<file path="config.mk">
export PLATFORM = sky130hd
export DESIGN_NAME = spmp_top
export DESIGN_NICKNAME = d
export VERILOG_FILES = /design/src/spmp_pkg.sv /design/src/spmp_top.sv
export SDC_FILE = /design/constraint.sdc
export NUM_CORES = 1
export LEC_CHECK = 0
export BUFFER_PORTS_ARGS = -buffer_cell sky130_fd_sc_hd__buf_2
export CORE_ASPECT_RATIO = 2
export CORE_MARGIN = 2
export CORE_UTILIZATION = 35
export DETAILED_ROUTE_END_ITERATION = 16
export HOLD_SLACK_MARGIN = 0.05
export PLACE_DENSITY_LB_ADDON = 0.3
export SYNTH_ARGS = -nofsm -noshare
export SYNTH_HDL_FRONTEND = slang
export SYNTH_SLANG_ARGS = --single-unit
</file>
<file path="constraint.sdc">
create_clock -name clk_i -period 4.27 [get_ports clk_i]
set_clock_uncertainty 0.15 [all_clocks]
set_input_delay 0.854 -clock clk_i [delete_from_list [all_inputs] [get_ports clk_i]]
set_output_delay 0.854 -clock clk_i [all_outputs]
set_load 0.02 [all_outputs]
</file>
<file path="src/spmp_pkg.sv">
package spmp_pkg;

  // Register byte offsets on the APB
  localparam logic [7:0] SPMP_OFF_CONTROL = 8'h00;
  localparam logic [7:0] SPMP_OFF_STATUS  = 8'h04;
  localparam logic [7:0] SPMP_OFF_DATA    = 8'h08;
  localparam logic [7:0] SPMP_OFF_PINDIR  = 8'h0C;

  // port_control_reg fields
  localparam int SPMP_CTL_IRQ_ENABLE   = 7;
  localparam int SPMP_CTL_PORT_ENABLE  = 6;
  localparam int SPMP_CTL_LSB_FIRST    = 5;
  localparam int SPMP_CTL_MASTER       = 4;
  localparam int SPMP_CTL_IDLE_LEVEL   = 3;
  localparam int SPMP_CTL_SAMPLE_PHASE = 2;
  localparam int SPMP_CTL_RATE_HI      = 1;
  localparam int SPMP_CTL_RATE_LO      = 0;

  // port_status_reg fields
  localparam int SPMP_STS_DONE         = 7;
  localparam int SPMP_STS_COLLISION    = 6;
  localparam int SPMP_STS_DOUBLE_RATE  = 0;

  // Pin direction register fields
  localparam int SPMP_DIR_MOSI_OUT     = 0;
  localparam int SPMP_DIR_MISO_OUT     = 1;
  localparam int SPMP_DIR_SCK_OUT      = 2;
  localparam int SPMP_DIR_SELECT_OUT   = 3;
  localparam int SPMP_DIR_SELECT_LEVEL = 4;

  // Reset values
  localparam logic [7:0] SPMP_CONTROL_RST = 8'h00;
  localparam logic [4:0] SPMP_PINDIR_RST  = 5'h00;
  localparam logic [7:0] SPMP_DATA_RST    = 8'h00;

  // System clock divisors for the master serial clock
  localparam int SPMP_DIV_4   = 4;
  localparam int SPMP_DIV_16  = 16;
  localparam int SPMP_DIV_64  = 64;
  localparam int SPMP_DIV_128 = 128;
  localparam int SPMP_DIV_2   = 2;
  localparam int SPMP_DIV_8   = 8;
  localparam int SPMP_DIV_32  = 32;

  localparam logic [3:0] SPMP_BYTE_LAST_BIT = 4'h7;
  localparam logic [4:0] SPMP_LAST_EDGE     = 5'h0F;

  typedef enum logic [0:0] {
    SPMP_IDLE = 1'b0,
    SPMP_RUN  = 1'b1
  } spmp_engine_type;

  typedef struct packed {
    logic        psel;
    logic        penable;
    logic        pwrite;
    logic [7:0]  paddr;
    logic [31:0] pwdata;
  } spmp_apb_req_type;

  typedef struct packed {
    logic [31:0] prdata;
    logic        pready;
    logic        pslverr;
  } spmp_apb_rsp_type;

  typedef struct packed {
    logic sck;
    logic mosi;
    logic miso;
    logic select_n;
  } spmp_pins_in_type;

  typedef struct packed {
    logic sck;
    logic sck_oe_n;
    logic mosi;
    logic mosi_oe_n;
    logic miso;
    logic miso_oe_n;
    logic select_n;
    logic select_oe_n;
  } spmp_pins_out_type;

  typedef struct packed {
    logic [7:0]        ctrl;
    logic              double_rate;
    logic              done;
    logic              collision;
    logic              arm_done;
    logic              arm_coll;
    logic [4:0]        pindir;
    logic [7:0]        tx;
    logic [7:0]        tx_hold;
    logic [7:0]        rx_sh;
    logic [7:0]        rx_buf;
    logic [3:0]        bits;
    spmp_engine_type   engine;
    logic [6:0]        half_cnt;
    logic [4:0]        edges;
    logic              sck_q;
    logic              sck_prev;
    spmp_apb_rsp_type  apb;
    spmp_pins_out_type pout;
    logic              irq;
  } spmp_state_type;

  localparam spmp_state_type SPMP_STATE_RST = '{
    pout: '{sck_oe_n: 1'b1, mosi_oe_n: 1'b1, miso_oe_n: 1'b1, select_oe_n: 1'b1,
            default: 1'b0},
    engine: SPMP_IDLE,
    default: '0
  };

endpackage

</file>
<file path="src/spmp_top.sv">
// The APB register port and the register addresses are this design's own decisions.
`timescale 1ns/10ps
// Behaviour
// Slave select is input in slave mode; low activates, data-out drives if configured.
// Slave select high resets slave bit counter and drops partly received byte.
// Master with select configured as output: select is a plain output pin.
// Master with select input pulled low: drop to slave, set done flag.
// Software must re-set master select after a select conflict.
// Control bit 7 with done flag and global enable raises the interrupt.
// Control bit 6 enables the port; nothing happens without it.
// Control bit 5 one sends least significant bit first.
// Control bit 4 selects master; hardware clears it on select conflict.
// Control bit 3 sets serial clock idle level.
// Control bit 2 chooses sampling on leading or trailing edge.
// Rate bits with double rate divide the system clock 4..128 or 2..64.
// Rate bits are ignored in slave mode; slave follows external clock.
// Status bit 7 sets on byte completion or master select conflict.
// Done clears on vector taken, or status read with flag then data access.
// Status bit 6 sets when data is written during a transfer.
// Status read with collision set, then data access, clears both flags.
// Status bits 5 to 1 read as zero.
// Status bit 0 doubles master serial clock rate.
// External master keeps serial clock at a quarter system clock or slower.
// Data write starts a transfer; data read returns the receive buffer.
// Shift and latch on opposite edges; polarity/phase give modes 0 to 3.
// Master shifts eight bits, stops, sets done, keeps received byte.
// Receive buffer is overwritten if not read before next byte ends.
// External serial clock phases must exceed two system clock cycles.
// After reset all control and status bits are zero.
module spmp_top (
  input  wire logic                       clk_i,
  input  wire logic                       resetn_i,
  input  wire spmp_pkg::spmp_apb_req_type apb_i,
  output wire spmp_pkg::spmp_apb_rsp_type apb_o,
  input  wire spmp_pkg::spmp_pins_in_type pins_i,
  output wire spmp_pkg::spmp_pins_out_type pins_o,
  input  wire logic                       global_irq_en_i,
  input  wire logic                       irq_ack_i,
  output wire logic                       irq_o
);
  import spmp_pkg::*;

  spmp_state_type s;
  spmp_state_type next_s;

  function automatic logic [6:0] half_period(input logic [1:0] rate, input logic dbl);
    int div;
    div = SPMP_DIV_4;
    case ({dbl, rate})
      3'b000:  div = SPMP_DIV_4;
      3'b001:  div = SPMP_DIV_16;
      3'b010:  div = SPMP_DIV_64;
      3'b011:  div = SPMP_DIV_128;
      3'b100:  div = SPMP_DIV_2;
      3'b101:  div = SPMP_DIV_8;
      3'b110:  div = SPMP_DIV_32;
      3'b111:  div = SPMP_DIV_64;
      default: div = SPMP_DIV_4;
    endcase
    half_period = 7'(div / 2);
  endfunction

  function automatic logic out_bit(input logic [7:0] data, input logic lsb_first);
    out_bit = lsb_first ? data[0] : data[7];
  endfunction

  function automatic logic mapped(input logic [7:0] addr);
    mapped = (addr == SPMP_OFF_CONTROL) || (addr == SPMP_OFF_STATUS) ||
             (addr == SPMP_OFF_DATA) || (addr == SPMP_OFF_PINDIR);
  endfunction

  always_comb begin
    logic        en;
    logic        master;
    logic        lsb;
    logic        clock_idle_level;
    logic        clock_sample_phase;
    logic        setup_phase;
    logic        commit;
    logic        busy;
    logic        lead;
    logic        trail;
    logic        sample_ev;
    logic        setup_ev;
    logic        finish;
    logic        in_bit;
    logic        set_done;
    logic        set_coll;
    logic        clr_done;
    logic        clr_coll;
    logic [7:0]  new_rx;
    logic [31:0] rdata;
    next_s      = s;
    en          = s.ctrl[SPMP_CTL_PORT_ENABLE];
    master      = s.ctrl[SPMP_CTL_MASTER];
    lsb         = s.ctrl[SPMP_CTL_LSB_FIRST];
    clock_idle_level        = s.ctrl[SPMP_CTL_IDLE_LEVEL];
    clock_sample_phase        = s.ctrl[SPMP_CTL_SAMPLE_PHASE];
    setup_phase = apb_i.psel && !apb_i.penable;
    commit      = apb_i.psel && apb_i.penable && s.apb.pready;
    busy        = (s.engine == SPMP_RUN) || (!master && s.bits != 4'h0);
    lead        = 1'b0;
    trail       = 1'b0;
    sample_ev   = 1'b0;
    setup_ev    = 1'b0;
    finish      = 1'b0;
    set_done    = 1'b0;
    set_coll    = 1'b0;
    clr_done    = 1'b0;
    clr_coll    = 1'b0;
    new_rx      = s.rx_sh;
    in_bit      = master ? pins_i.miso : pins_i.mosi;
    rdata       = 32'h0000_0000;

    // Read data is captured in the setup cycle so pready can come from a flop
    case (apb_i.paddr)
      SPMP_OFF_CONTROL: rdata[7:0] = s.ctrl;
      SPMP_OFF_STATUS: begin
        rdata[SPMP_STS_DONE]        = s.done;
        rdata[SPMP_STS_COLLISION]   = s.collision;
        rdata[SPMP_STS_DOUBLE_RATE] = s.double_rate;
      end
      SPMP_OFF_DATA:    rdata[7:0] = s.rx_buf;
      SPMP_OFF_PINDIR:  rdata[4:0] = s.pindir;
      default:          rdata = 32'h0000_0000;
    endcase
    next_s.apb.pready = setup_phase;
    if (setup_phase) begin
      next_s.apb.prdata  = rdata;
      next_s.apb.pslverr = !mapped(apb_i.paddr);
    end

    if (commit && !s.apb.pslverr) begin
      if (apb_i.pwrite) begin
        case (apb_i.paddr)
          SPMP_OFF_CONTROL: next_s.ctrl = apb_i.pwdata[7:0];
          SPMP_OFF_STATUS:  next_s.double_rate = apb_i.pwdata[SPMP_STS_DOUBLE_RATE];
          SPMP_OFF_PINDIR:  next_s.pindir = apb_i.pwdata[4:0];
          SPMP_OFF_DATA: begin
            if (busy) begin
              set_coll = 1'b1;
            end else begin
              next_s.tx      = apb_i.pwdata[7:0];
              next_s.tx_hold = apb_i.pwdata[7:0];
              if (en && master) begin
                next_s.engine   = SPMP_RUN;
                next_s.half_cnt = half_period(s.ctrl[1:0], s.double_rate);
                next_s.edges    = 5'h00;
                next_s.bits     = 4'h0;
                next_s.sck_q    = clock_idle_level;
              end
            end
          end
          default: next_s.ctrl = s.ctrl;
        endcase
      end else if (apb_i.paddr == SPMP_OFF_STATUS) begin
        // The value the master actually saw arms the clear
        if (s.apb.prdata[SPMP_STS_DONE]) begin
          next_s.arm_done = 1'b1;
        end
        if (s.apb.prdata[SPMP_STS_COLLISION]) begin
          next_s.arm_coll = 1'b1;
        end
      end
      if (apb_i.paddr == SPMP_OFF_DATA) begin
        clr_done        = s.arm_done || s.arm_coll;
        clr_coll        = s.arm_coll;
        next_s.arm_done = 1'b0;
        next_s.arm_coll = 1'b0;
      end
    end

    if (!en) begin
      next_s.engine = SPMP_IDLE;
      next_s.bits   = 4'h0;
      next_s.sck_q  = clock_idle_level;
    end else if (master) begin
      if (!s.pindir[SPMP_DIR_SELECT_OUT] && !pins_i.select_n) begin
        // Another master owns the bus: back off before driving into it
        next_s.ctrl[SPMP_CTL_MASTER] = 1'b0;
        next_s.engine                = SPMP_IDLE;
        next_s.bits                  = 4'h0;
        next_s.sck_q                 = clock_idle_level;
        set_done                     = 1'b1;
      end else if (s.engine == SPMP_RUN) begin
        if (s.half_cnt <= 7'h01) begin
          next_s.sck_q    = !s.sck_q;
          next_s.edges    = s.edges + 5'h01;
          next_s.half_cnt = half_period(s.ctrl[1:0], s.double_rate);
          lead            = !s.edges[0];
          trail           = s.edges[0];
          if (s.edges == SPMP_LAST_EDGE) begin
            finish        = 1'b1;
            next_s.engine = SPMP_IDLE;
          end
        end else begin
          next_s.half_cnt = s.half_cnt - 7'h01;
        end
      end else if (next_s.engine == SPMP_IDLE) begin
        next_s.sck_q = clock_idle_level;
      end
    end else begin
      if (pins_i.select_n) begin
        next_s.bits  = 4'h0;
        next_s.rx_sh = 8'h00;
        next_s.tx    = s.tx_hold;
      end else if (pins_i.sck != s.sck_prev) begin
        // Edges seen at system clock rate; slower external clock assumed
        lead  = (pins_i.sck != clock_idle_level);
        trail = !lead;
      end
    end
    next_s.sck_prev = pins_i.sck;

    sample_ev = clock_sample_phase ? trail : lead;
    setup_ev  = clock_sample_phase ? lead : trail;
    if (sample_ev) begin
      new_rx        = lsb ? {in_bit, s.rx_sh[7:1]} : {s.rx_sh[6:0], in_bit};
      next_s.rx_sh  = new_rx;
      next_s.bits   = s.bits + 4'h1;
      if (!master && s.bits == SPMP_BYTE_LAST_BIT) begin
        next_s.rx_buf = new_rx;
        next_s.bits   = 4'h0;
        set_done      = 1'b1;
      end
    end
    // No shift before the first sample, so phase 1 keeps the first data bit on the line
    if (setup_ev && s.bits != 4'h0) begin
      next_s.tx = lsb ? {1'b0, s.tx[7:1]} : {s.tx[6:0], 1'b0};
    end
    if (finish) begin
      next_s.rx_buf = new_rx;
      next_s.bits   = 4'h0;
      set_done      = 1'b1;
    end

    // Hardware set wins over any clear in the same cycle
    next_s.done      = set_done || (s.done && !clr_done && !irq_ack_i);
    next_s.collision = set_coll || (s.collision && !clr_coll);

    next_s.irq = next_s.ctrl[SPMP_CTL_IRQ_ENABLE] && next_s.done && global_irq_en_i;

    next_s.pout.sck         = next_s.sck_q;
    next_s.pout.sck_oe_n    = !(next_s.ctrl[SPMP_CTL_PORT_ENABLE] &&
                                next_s.ctrl[SPMP_CTL_MASTER] &&
                                next_s.pindir[SPMP_DIR_SCK_OUT]);
    next_s.pout.mosi        = out_bit(next_s.tx, next_s.ctrl[SPMP_CTL_LSB_FIRST]);
    next_s.pout.mosi_oe_n   = !(next_s.ctrl[SPMP_CTL_PORT_ENABLE] &&
                                next_s.ctrl[SPMP_CTL_MASTER] &&
                                next_s.pindir[SPMP_DIR_MOSI_OUT]);
    next_s.pout.miso        = out_bit(next_s.tx, next_s.ctrl[SPMP_CTL_LSB_FIRST]);
    next_s.pout.miso_oe_n   = !(next_s.ctrl[SPMP_CTL_PORT_ENABLE] &&
                                !next_s.ctrl[SPMP_CTL_MASTER] && !pins_i.select_n &&
                                next_s.pindir[SPMP_DIR_MISO_OUT]);
    next_s.pout.select_n    = next_s.pindir[SPMP_DIR_SELECT_LEVEL];
    next_s.pout.select_oe_n = !(next_s.ctrl[SPMP_CTL_PORT_ENABLE] &&
                                next_s.ctrl[SPMP_CTL_MASTER] &&
                                next_s.pindir[SPMP_DIR_SELECT_OUT]);
  end

  always_ff @(posedge clk_i or negedge resetn_i) begin
    if (!resetn_i) begin
      s <= SPMP_STATE_RST;
    end else begin
      s <= next_s;
    end
  end

  assign apb_o  = s.apb;
  assign pins_o = s.pout;
  assign irq_o  = s.irq;

endmodule

</file>
; Word level (Yosys, flattened, before mapping)
; Memories as Yosys holds them, arrays and structs flattened.
; Index checks and enable logic that the tools add are counted.
[totals]
regBits = 86
romBits = 112
out_inout_bits = 43
wordCells = 213
n_memories = 2
[op_classes]
n_addsub = 5
order_cmp = 1
n_eq_ne = 9
mux = 104
bitwise_logic = 3
n_reduce_logical = 61
[memory_table]
columns = name, depth, width, read_ports, rd_ports_with_merged_regs, write_ports, line
row1 = (name not given), 8, 7, 1, 0, 0, spmp_top.sv:49  ; case ({dbl, rate})
row2 = (name not given), 8, 7, 1, 0, 0, spmp_top.sv:49
[ops]
columns = cell, count
row1 = $mux W32, 10
row2 = $mux W18, 5
row3 = $mux W8, 11
row4 = $mux W1, 51
row5 = $mux W12, 4
row6 = $mux W21, 2
row7 = $mux W16, 2
row8 = $logic_and A1 B1 Y1, 21
row9 = $mux W20, 1
row10 = $mux W9, 2
row11 = $logic_not A1 Y1, 17
row12 = $eq A8 B4 Y1 const B, 2
row13 = $add A7 B1 Y7, 2
row14 = $mux W14, 1
row15 = $reduce_bool A2 Y1, 7
row16 = $mux W13, 1
row17 = $mux W4, 3
row18 = $pmux W4 S3, 1
row19 = $reduce_and A4 Y1, 3
row20 = $mux W5, 2
row21 = $reduce_and A3 Y1, 3
row22 = $eq A8 B3 Y1 const B, 1
row23 = $logic_not A8 Y1, 1
row24 = $le A7 B1 Y1 const B, 1
row25 = other kinds (18), 29

; Longest topological paths before layout
; Gate-level depths: netlist (run 1).
[depth]
word_depth = 22
mapped_depth = 10
ltp_nobuf = 8

; Least setup slack after synthesis (run 1)
; OpenSTA, ideal clock, no wires.
[synth_path]
path_type = input -> register
from = input port apb_i[37] in the netlist's numbering
to = register s[48] in the netlist's numbering
setup_time_ns = 0.126
t_arrival_ns = 3.135
required_time_ns = 3.994
path_slack_ns = 0.859
stages = 9
path_buffers = 3
path_cell_list = or4_4 or4_4 buf_6 or4_4 buf_6 buf_8 o21a_1 o21ai_1 o31ai_1
[synth_lines]
columns = element, line
row1 = "start, declared", spmp_top.sv:33  ; input wire spmp_pkg::spmp_apb_req_type apb_i,
row2 = "end signal, assigned", spmp_top.sv:265  ; s <= next_s;
row3 = "end, declared", spmp_top.sv:43  ; spmp_state_type s;

==> flow_summary_export.csv, run 1 <==
group,metric,value,unit
power,p_comb_share,5.1,%
clock_network,h-tree-depth,3,
synthesis,synthCells,552,
synthesis,synthSimpleGateAreaFrac,20.7,%
synthesis,synth_top_family_by_area,"simple AND/OR/NAND/NOR gates",
global_route,grt_max_degree,68,
power,p_switching,429,uW
drt,wire_per_inst,17.6,um
floorplanning,num_rows,62,
finish,final_cells,763,
synthesis,yosys_warnings,0,
clock_network,clkLatencyLatePin,0.35,ns
sta,tns,0,ns
synthesis,yosysTopAreaCell,"dfrtp_1",
worst_setup_path,critPathMaxFanout,18,
finish,layout_commonest_cell,"dfrtp_1",
worst_setup_path,end_kind,"flip-flop",
finish,syn2layout_area_growth,9.45,%
clock_network,post_cts_buffers,0,
synthesis,synth_xor_area_share,0.346,%
run_status,status,"finished clean",
drt,drc,0,
synthesis,syn-cell-area,5060,um2
floorplanning,start_util,35.4,%
power,power_frac_seq,46.6,%
finish,seq_area,2130,um2
clock_network,clock_sinks,85,
global_route,gr-usage-all-layers,18.0,%
worst_setup_path,reg2reg_depth,6,
floorplanning,core-area,14300,um2
job,maxCapViolCount,0,
synthesis,avgSynthCellArea,9.17,um2
floorplanning,die_area,15500,um2
global_route,gr-total-overflow,0,
sta,hold_viol,0,
synthesis,synth.area.top_cells,"dfrtp_1, mux2i_1, buf_4, nand2_1, mux2_2",
power,peakVddDrop,0.000171,V
synthesis,synth-seq-area-share,42.1,%
power,total_power,1.74,mW
synthesis,synth_top_area_share,40.1,%
sta,fmax,301,MHz
synthesis,synth_cell_types,61,
worst_setup_path,worstSetupStartpointType,"input pin",
power,swShare,24.7,%
global_route,grt_pass1_wl,21.3,mm
synthesis,synth-adder-area-share,1.48,%
drt,dr.pass1.iters,5,
sta,tightest_slew,0.915,ns
finish,finalNetCount,623,
sta,setup_violations,0,
clock_network,cts_buffers,9,
placed_design,dpl.hpwl,10.3,mm
worst_setup_path,path_class,"input pin to flip-flop",
drt,routed_via_density,5.36,
clock_network,cts_root_buffer,"clkbuf_16",
synthesis,synth-seq-cells,85,
placed_design,place_congestion,0.862,
global_route,grt_pass1_vias,4188,
synthesis,synth_edf_count,0,
hold_path,hp-class,"flip-flop to flip-flop",
floorplanning,dieWidth,89.0,um
worst_setup_path,cp.arrival,3.44,ns
synthesis,synth_flop_cell,"dfrtp_1",
sta,fin_crit_sh,77.8,%
floorplanning,num_io_pins,94,
sta,slew-limit-headroom,39.0,%
power,clkPwrFrac,48.3,%
placed_design,port_buffers,45,
synthesis,async_reset_ff_share,100,%
finish,multi_input_area,2500,um2
drt,drt_wl_total,13.4,mm
sta,fin_crit,3.32,ns
sta,rsz0062_at_grt,"false",
finish,diodes,0,
clock_network,cts-resized-gates,0,
clock_network,cts.path.max_buffers,2,
drt,drtAntennaViolNets,0,
power,static-leakage-power,2.50,nW
finish,drive_above_1_share,18.9,%
finish,postLayoutCoreUtil,38.8,%
power,internal_power,1.31,mW
clock_network,cts_tree,"built",
sta,drv_slew,0,
hold_path,holdPathStages,2,
drt,drt_iter0_drc,169,
synthesis,synthMuxAreaShare,10.1,%
worst_setup_path,worst_ep_required_time,4.39,ns
clock_network,clk_pin_slew,0.07,ns
finish,n_fill_cell,1459,
clock_network,ctsHoldBuffers,0,
floorplanning,die_h,174,um
synthesis,synth_compound_gate_area_share,14.9,%
global_route,grt_antenna_before_repair,0,
placed_design,placed_cells,747,
power,power-per-cell-area,314,nW/um2
drt,dr_total_vias,4091,
finish,final_cell_mix,"dfrtp_1, nand2_1, buf_2",
routing by layer:
layer / part of all wire [%] / track usage, %
met5: 0 / 0
met4: 3.4 / 7.71
met3: 3.6 / 3.66
met2: 57 / 33.8
met1: 36 / 18.3
cells in the mapped netlist (all sizes together) (3+ instances only):
| master | n |
|---|---|
| or3 | 6 |
| a22o | 10 |
| a31oi | 14 |
| nand3b | 5 |
| ha | 6 |
| mux2 | 15 |
| nor2b | 9 |
| nand3 | 26 |
| a21oi | 21 |
| nor4 | 7 |
| or2 | 4 |
| mux2i | 32 |
| clkbuf | 23 |
| a211oi | 10 |
| inv | 14 |
| o21a | 3 |
| o21ai | 35 |
| nand2b | 3 |
| nor2 | 30 |
| dfrtp | 81 |
| dfstp | 4 |
| nor3b | 4 |
| or4 | 6 |
| buf | 51 |
| or3b | 3 |
| o211ai | 4 |
| nor3 | 15 |
| o31ai | 3 |
| nand4b | 3 |
| nand2 | 73 |
| and3 | 4 |
| a221oi | 4 |
worst max-delay path: stages:
cell and delay [ns]:
buf_2 0.25, o21ai_0 0.28, nor4_1 0.58, nor3_1 0.09, or4b_2 0.89, o21ba_2 0.29
a2bb2oi_1 0.18
sequential cells by signal (all words and copies together) (netlist names):
| signal | count |
|---|---|
| apb_o | 10 |
| irq_o | 1 |
| pins_o | 6 |
| s | 68 |
cells by family after synthesis:
group / count (synthesis)
other cells: 1
fa+ha+maj: 6
mux: 48
xor+xnor: 2
flops: 85
simple gates: 206
compound gates: 116
buf+inv: 88
metrics by stage:
stage | worst slack [ns] | hold WS [ns] | area [um2]
2_1_floorplan | 0.859 | 0.290 | 5150
3_3_place_gp | 0.693 | 0.308 | 5220
3_5_place_dp | 0.598 | 0.314 | 5220
4_1_cts | 0.958 | 0.330 | 5540
5_1_grt | 0.798 | 0.347 | 5540
6_report | 0.948 | 0.324 | 5540
worst paths after layout:
check / startpoint / to / slack [ns]
worst max register to register: s[54] / pins_o[3] / 1.17
worst min register to register: apb_o[3] / apb_o[3] / 0.32
max in group asynchronous: resetn_i / s[105] / 2.72
worst max-delay path: pins_i[0] / pins_o[3] / 0.95
worst min-delay path: apb_o[3] / apb_o[3] / 0.32
min in group asynchronous: resetn_i / s[80] / 0.46
power groups by stage:
stage / sequential, mW / combinational, mW / clock, mW
after global placement: 0.824 / 0.0890 / 0
final: 0.809 / 0.0888 / 0.840
after global routing: 0.809 / 0.0987 / 0.886
after detailed placement: 0.824 / 0.0895 / 0
after CTS: 0.809 / 0.0896 / 0.856
after floorplan: 0.824 / 0.0630 / 0
final cells by class:
class / instances / share of cell area [%]
timing repair buffer: 54 / 5.33
clock buffer: 10 / 4.32
clock inverter: 6 / 1.38
sequential: 85 / 38.5
multi-input combinational: 402 / 45.2
tap: 192 / 4.34
inverter: 14 / 0.949
Note: power is estimated with default switching activity, not from simulation.
==> inputs of run 2 (changes only) <==
==> constraint.sdc (replaced) <==
create_clock -name clk_i -period 3.1 [get_ports clk_i]
set_clock_uncertainty 0.15 [all_clocks]
set_input_delay 0.62 -clock clk_i [delete_from_list [all_inputs] [get_ports clk_i]]
set_output_delay 0.62 -clock clk_i [all_outputs]
set_load 0.02 [all_outputs]
==> run 2 against run 1 <==
Compared with the run above: setup slack worse by 0.72 ns; non-clock buffer count up 24; die area unchanged; global-route usage grew 0.72 points; combinational power grew 45%; core utilization grew 1.4 points; critical path depth unchanged; register-to-register slack got worse by 0.94 ns; first-iteration DRC count increased by 24%; final cell count grew 3.1%; critical path type is now flip-flop to flip-flop.
==> flow_summary_export.csv, run 2 (synthesized netlist as in run 1, its figures left out) <==
group,metric,value,unit
run_status,status,"finished clean",
clock_network,clk_pin_slew,0.07,ns
finish,syn2layout_area_growth,13.4,%
worst_setup_path,critPathMaxFanout,18,
clock_network,cts_tree,"built",
global_route,use_met2,34.6,%
finish,seq_area,2130,um2
drt,drt_wl_total,13.8,mm
global_route,grtUsageMet1,20.5,%
floorplanning,core-area,14300,um2
placed_design,port_buffers,45,
worst_setup_path,worstSetupStartpointType,"flip-flop",
global_route,gr-usage-all-layers,18.7,%
drt,routed_via_density,5.28,
floorplanning,die_h,174,um
sta,tightest_slew,0.881,ns
clock_network,h-tree-depth,3,
sta,setup_violations,0,
finish,final_cell_mix,"dfrtp_1, nand2_1, buf_2",
placed_design,dpl.hpwl,10.5,mm
clock_network,post_cts_buffers,0,
finish,finalNetCount,647,
floorplanning,start_util,35.4,%
finish,layout_commonest_cell,"dfrtp_1",
clock_network,cts_buffers,9,
drt,drt_iter0_drc,210,
sta,rsz0062_at_grt,"false",
clock_network,cts_root_buffer,"clkbuf_16",
finish,largest_reg_flops,68,
power,clkPwrFrac,47.5,%
placed_design,place_congestion,0.858,
clock_network,clock_sinks,85,
global_route,gr-total-overflow,0,
sta,slew-limit-headroom,41.3,%
worst_setup_path,cp.buffers_inverters,1,
finish,top_register,"s",
power,peakVddDrop,0.000246,V
sta,fmax,348,MHz
job,maxCapViolCount,0,
hold_path,hp-class,"input pin to asynchronous set/reset pin",
power,power-per-cell-area,413,nW/um2
worst_setup_path,cp_slowest_stage_delay,0.67,ns
drt,dr_total_vias,4155,
finish,postLayoutCoreUtil,40.2,%
power,swShare,24.1,%
sta,fin_crit_sh,92.7,%
clock_network,cts-resized-gates,0,
floorplanning,dieWidth,89.0,um
worst_setup_path,path_class,"flip-flop to flip-flop",
drt,dr.pass1.iters,4,
sta,drv_slew,0,
worst_setup_path,critPathSlowestCell,"or4b_2",
sta,setup_slack,0.226,ns
power,internal_power,1.80,mW
worst_setup_path,crit_family,"simple AND/OR/NAND/NOR gates",
global_route,grt_antenna_before_repair,0,
power,static-leakage-power,2.62,nW
worst_setup_path,cp.arrival,2.94,ns
drt,drc,0,
worst_setup_path,cp_cell_sequence,"or4b_1 -> nor4_1 -> nor3_1 -> or4b_2 -> buf_4 -> a211oi_1 -> a31oi_1",
floorplanning,num_io_pins,94,
finish,diodes,0,
sta,fin_crit,2.87,ns
floorplanning,num_rows,62,
global_route,grt_pass1_vias,4274,
clock_network,cts.path.max_buffers,2,
worst_setup_path,end_kind,"flip-flop",
placed_design,place_ws,-0.113,ns
sta,hold_viol,0,
global_route,met3_usage,2.42,%
clock_network,clkLatencyLatePin,0.35,ns
drt,wire_per_inst,17.5,um
finish,drive_above_1_share,22.2,%
finish,n_fill_cell,1477,
floorplanning,die_area,15500,um2
drt,drtAntennaViolNets,0,
clock_network,ctsHoldBuffers,0,
worst_setup_path,worst_ep_required_time,3.16,ns
power,p_comb_share,5.4,%
power,p_switching,571,uW
finish,multi_input_area,2500,um2
power,power_frac_seq,47.1,%
global_route,top_usage_layer,"met2",
global_route,grt_pass1_wl,22.3,mm
global_route,grt_max_degree,86,
-- run 2: area by class of cell --
| type | instances | share of cell area, % |
|---|---|---|
| Clock buffer | 10 | 4.17 |
| Clock inverter | 6 | 1.22 |
| Inverter | 14 | 0.916 |
| Multi-Input combinational cell | 402 | 43.6 |
| Sequential cell | 85 | 37.2 |
| Tap cell | 192 | 4.19 |
| Timing Repair Buffer | 78 | 8.72 |
-- run 2: per-layer routing --
layer  up-vias  wire length (um)
li1       1980                 -
met1      2044              4980
met2       109              7980
met3        22               392
met4         0               410
met5         -                 0
-- run 2: through the flow --
step	instance area (um2)	hold slack [ns]	power (mW)	cells	TNS, ns
2_1_floorplan	5150	0.174	1.22	575	-0.0226
3_3_place_gp	5430	0.308	1.26	771	-0.0979
3_5_place_dp	5430	0.314	1.26	771	-0.268
4_1_cts	5740	0.179	2.39	787	0
5_1_grt	5740	0.195	2.45	787	0
6_report	5740	0.149	2.37	787	0
-- run 2: worst paths after layout --
path | startpoint | to | slack, ns | depth (start not counted)
worst max-delay path | s[54] | s[87] | 0.23 | 7
worst min-delay path | resetn_i | s[81] | 0.15 | 2
worst max register to register | s[54] | s[87] | 0.23 | 7
worst min register to register | apb_o[3] | apb_o[3] | 0.33 | 2
max in group asynchronous | resetn_i | pins_o[7] | 2.27 | 2
min in group clk_i | pins_i[3] | s[43] | 0.30 | 1
-- run 2: power by group through the flow --
stage          clock, mW  combinational [mW]  sequential (mW)
2_1_floorplan          0              0.0868             1.13
3_3_place_gp           0               0.128             1.14
3_5_place_dp           0               0.130             1.14
4_1_cts             1.14               0.130             1.11
5_1_grt             1.19               0.143             1.11
6_report            1.13               0.129             1.11
==> inputs of run 3 (changes only) <==
--- a/config.mk
+++ b/config.mk
@@ -5,11 +5,11 @@
 export SDC_FILE = /design/constraint.sdc
 export NUM_CORES = 1
 export LEC_CHECK = 0
-export BUFFER_PORTS_ARGS = -buffer_cell sky130_fd_sc_hd__buf_2
 export CORE_ASPECT_RATIO = 2
 export CORE_MARGIN = 2
 export CORE_UTILIZATION = 35
 export DETAILED_ROUTE_END_ITERATION = 16
+export DONT_BUFFER_PORTS = 1
 export HOLD_SLACK_MARGIN = 0.05
 export PLACE_DENSITY_LB_ADDON = 0.3
 export SYNTH_ARGS = -nofsm -noshare
==> constraint.sdc (replaced) <==
create_clock -name clk_i -period 3.1 [get_ports clk_i]
set_clock_uncertainty 0.15 [all_clocks]
set_input_delay 0.62 -clock clk_i [delete_from_list [all_inputs] [get_ports clk_i]]
set_output_delay 0.62 -clock clk_i [all_outputs]
set_load 0.05 [all_outputs]
==> run 3 against run 2 <==
Compared with the run above: non-clock buffer count is 43 lower; core utilization is 1.3 points lower; combinational power hardly changed; total power is 4.8% higher; critical path type unchanged; hold slack hardly changed; final area is 3.2% lower; count of clock-buffer cells in the layout is 1 lower.
==> flow_summary_export.csv, run 3 (synthesized netlist as in run 1, its figures left out) <==
group,metric,value,unit
worst_setup_path,path_class,"flip-flop to flip-flop",
finish,drive_above_1_share,16.1,%
drt,drtAntennaViolNets,0,
drt,drc,0,
finish,final_cell_mix,"dfrtp_1, nand2_1, buf_4",
global_route,grt_max_degree,86,
clock_network,clkLatencyLatePin,0.35,ns
finish,n_fill_cell,1474,
drt,drt_wl_total,13.8,mm
placed_design,place_area,5170,um2
clock_network,cts_buffers,9,
power,total_power,2.48,mW
placed_design,place_congestion,0.858,
global_route,gr-usage-all-layers,18.7,%
run_status,status,"finished clean",
power,p_switching,622,uW
finish,finalNetCount,604,
global_route,gr-total-overflow,0,
global_route,grt_pass1_vias,4149,
floorplanning,start_util,35.4,%
sta,fin_hold_ws,0.149,ns
clock_network,post_cts_buffers,0,
sta,setup_violations,0,
floorplanning,die_area,15500,um2
finish,largest_reg_flops,68,
finish,top_register,"s",
worst_setup_path,worstSetupStartpointType,"flip-flop",
drt,dr.pass1.iters,4,
drt,drt_iter0_drc,157,
clock_network,cts_root_buffer,"clkbuf_16",
worst_setup_path,end_kind,"flip-flop",
sta,hold_viol,0,
sta,tightest_slew,0.899,ns
clock_network,cts_tree,"built",
finish,syn2layout_area_growth,9.74,%
worst_setup_path,worst_ep_required_time,3.18,ns
floorplanning,num_rows,62,
clock_network,h-tree-depth,3,
floorplanning,core-area,14300,um2
power,swShare,25.1,%
sta,fin_crit,2.83,ns
sta,slew-limit-headroom,40.1,%
worst_setup_path,cp.arrival,2.91,ns
clock_network,cts.path.max_buffers,2,
power,peakVddDrop,0.000309,V
global_route,grt_pass1_wl,22.1,mm
drt,routed_via_density,5.42,
drt,wire_per_inst,18.5,um
floorplanning,dieWidth,89.0,um
floorplanning,die_h,174,um
job,maxCapViolCount,0,
global_route,grt_antenna_before_repair,0,
finish,seq_area,2130,um2
power,static-leakage-power,2.45,nW
worst_setup_path,r2r_setup_slack,0.27,ns
finish,diodes,0,
power,power-per-cell-area,447,nW/um2
power,internal_power,1.86,mW
clock_network,clock_sinks,85,
clock_network,clk_pin_slew,0.07,ns
power,p_comb_share,5.2,%
placed_design,dpl.hpwl,10.4,mm
drt,dr_total_vias,4030,
sta,drv_slew,0,
placed_design,port_buffers,0,
hold_path,hp-class,"input pin to flip-flop",
finish,multi_input_area,2510,um2
finish,layout_commonest_cell,"dfrtp_1",
sta,fin_crit_sh,91.2,%
sta,fmax,354,MHz
floorplanning,num_io_pins,94,
power,power_frac_seq,44.9,%
finish,design_area,5550,um2
worst_setup_path,critPathMaxFanout,18,
sta,rsz0062_at_grt,"false",
power,clkPwrFrac,49.9,%
run 3: area by class of cell:
| cell class | count | share of cell area [%] |
|---|---|---|
| Clock buffer | 9 | 4.06 |
| Clock inverter | 7 | 1.96 |
| Inverter | 14 | 0.946 |
| Multi-Input combinational cell | 402 | 45.2 |
| Sequential cell | 85 | 38.4 |
| Tap cell | 192 | 4.33 |
| Timing Repair Buffer | 35 | 5.14 |
run 3: timing repair:
action,in CTS,in global routing
gates resized for setup,0,1
endpoints found under the setup margin,0,1
endpoints found under the hold margin,85,0
hold buffers,2,0
run 3: worst paths after layout:
path,endpoint,from,depth (start not counted)
setup / recovery,s[91],s[108],8
hold / removal,s[43],pins_i[3],0
setup reg to reg,s[91],s[108],8
hold reg to reg,s[83],s[83],2
max in group asynchronous,s[63],resetn_i,2
min in group asynchronous,apb_o[4],resetn_i,2
run 3: metal layers:
| metal | track usage, % | vias to the layer above | share of wire, % |
|---|---|---|---|
| met3 | 2.04 | 30 | 3.1 |
| met5 | 0 | - | 0 |
| li1 | - | 1894 | - |
| met2 | 33.3 | 99 | 56 |
| met4 | 11.7 | 0 | 4.7 |
| met1 | 20.0 | 2007 | 37 |
run 3: power groups by stage:
stage	Sequential (mW)	Clock [mW]	Combinational (mW)
after global placement	1.14	0	0.101
final	1.11	1.24	0.129
after CTS	1.11	1.25	0.131
after detailed placement	1.14	0	0.102
after global routing	1.11	1.30	0.141
after floorplan	1.13	0	0.128
run 3: critical path, stage by stage (launching register included):
cell	delay, ns
dfrtp_1	0.46
buf_4	0.21
nor2_1	0.20
a21boi_0	0.37
nor3_1	0.12
or4b_2	0.64
buf_4	0.22
a211oi_1	0.27
a31oi_1	0.07
run 3: per-stage QoR:
step,util [%],cells,TNS [ns],setup WS [ns]
finish,38.9,744,0,0.272
global route,38.9,744,0,0.0858
CTS,38.9,744,0,0.190
detailed placement,36.3,726,0,0.0205
global placement,36.3,726,0,0.0138
floorplan,-,575,-0.0226,-0.0118
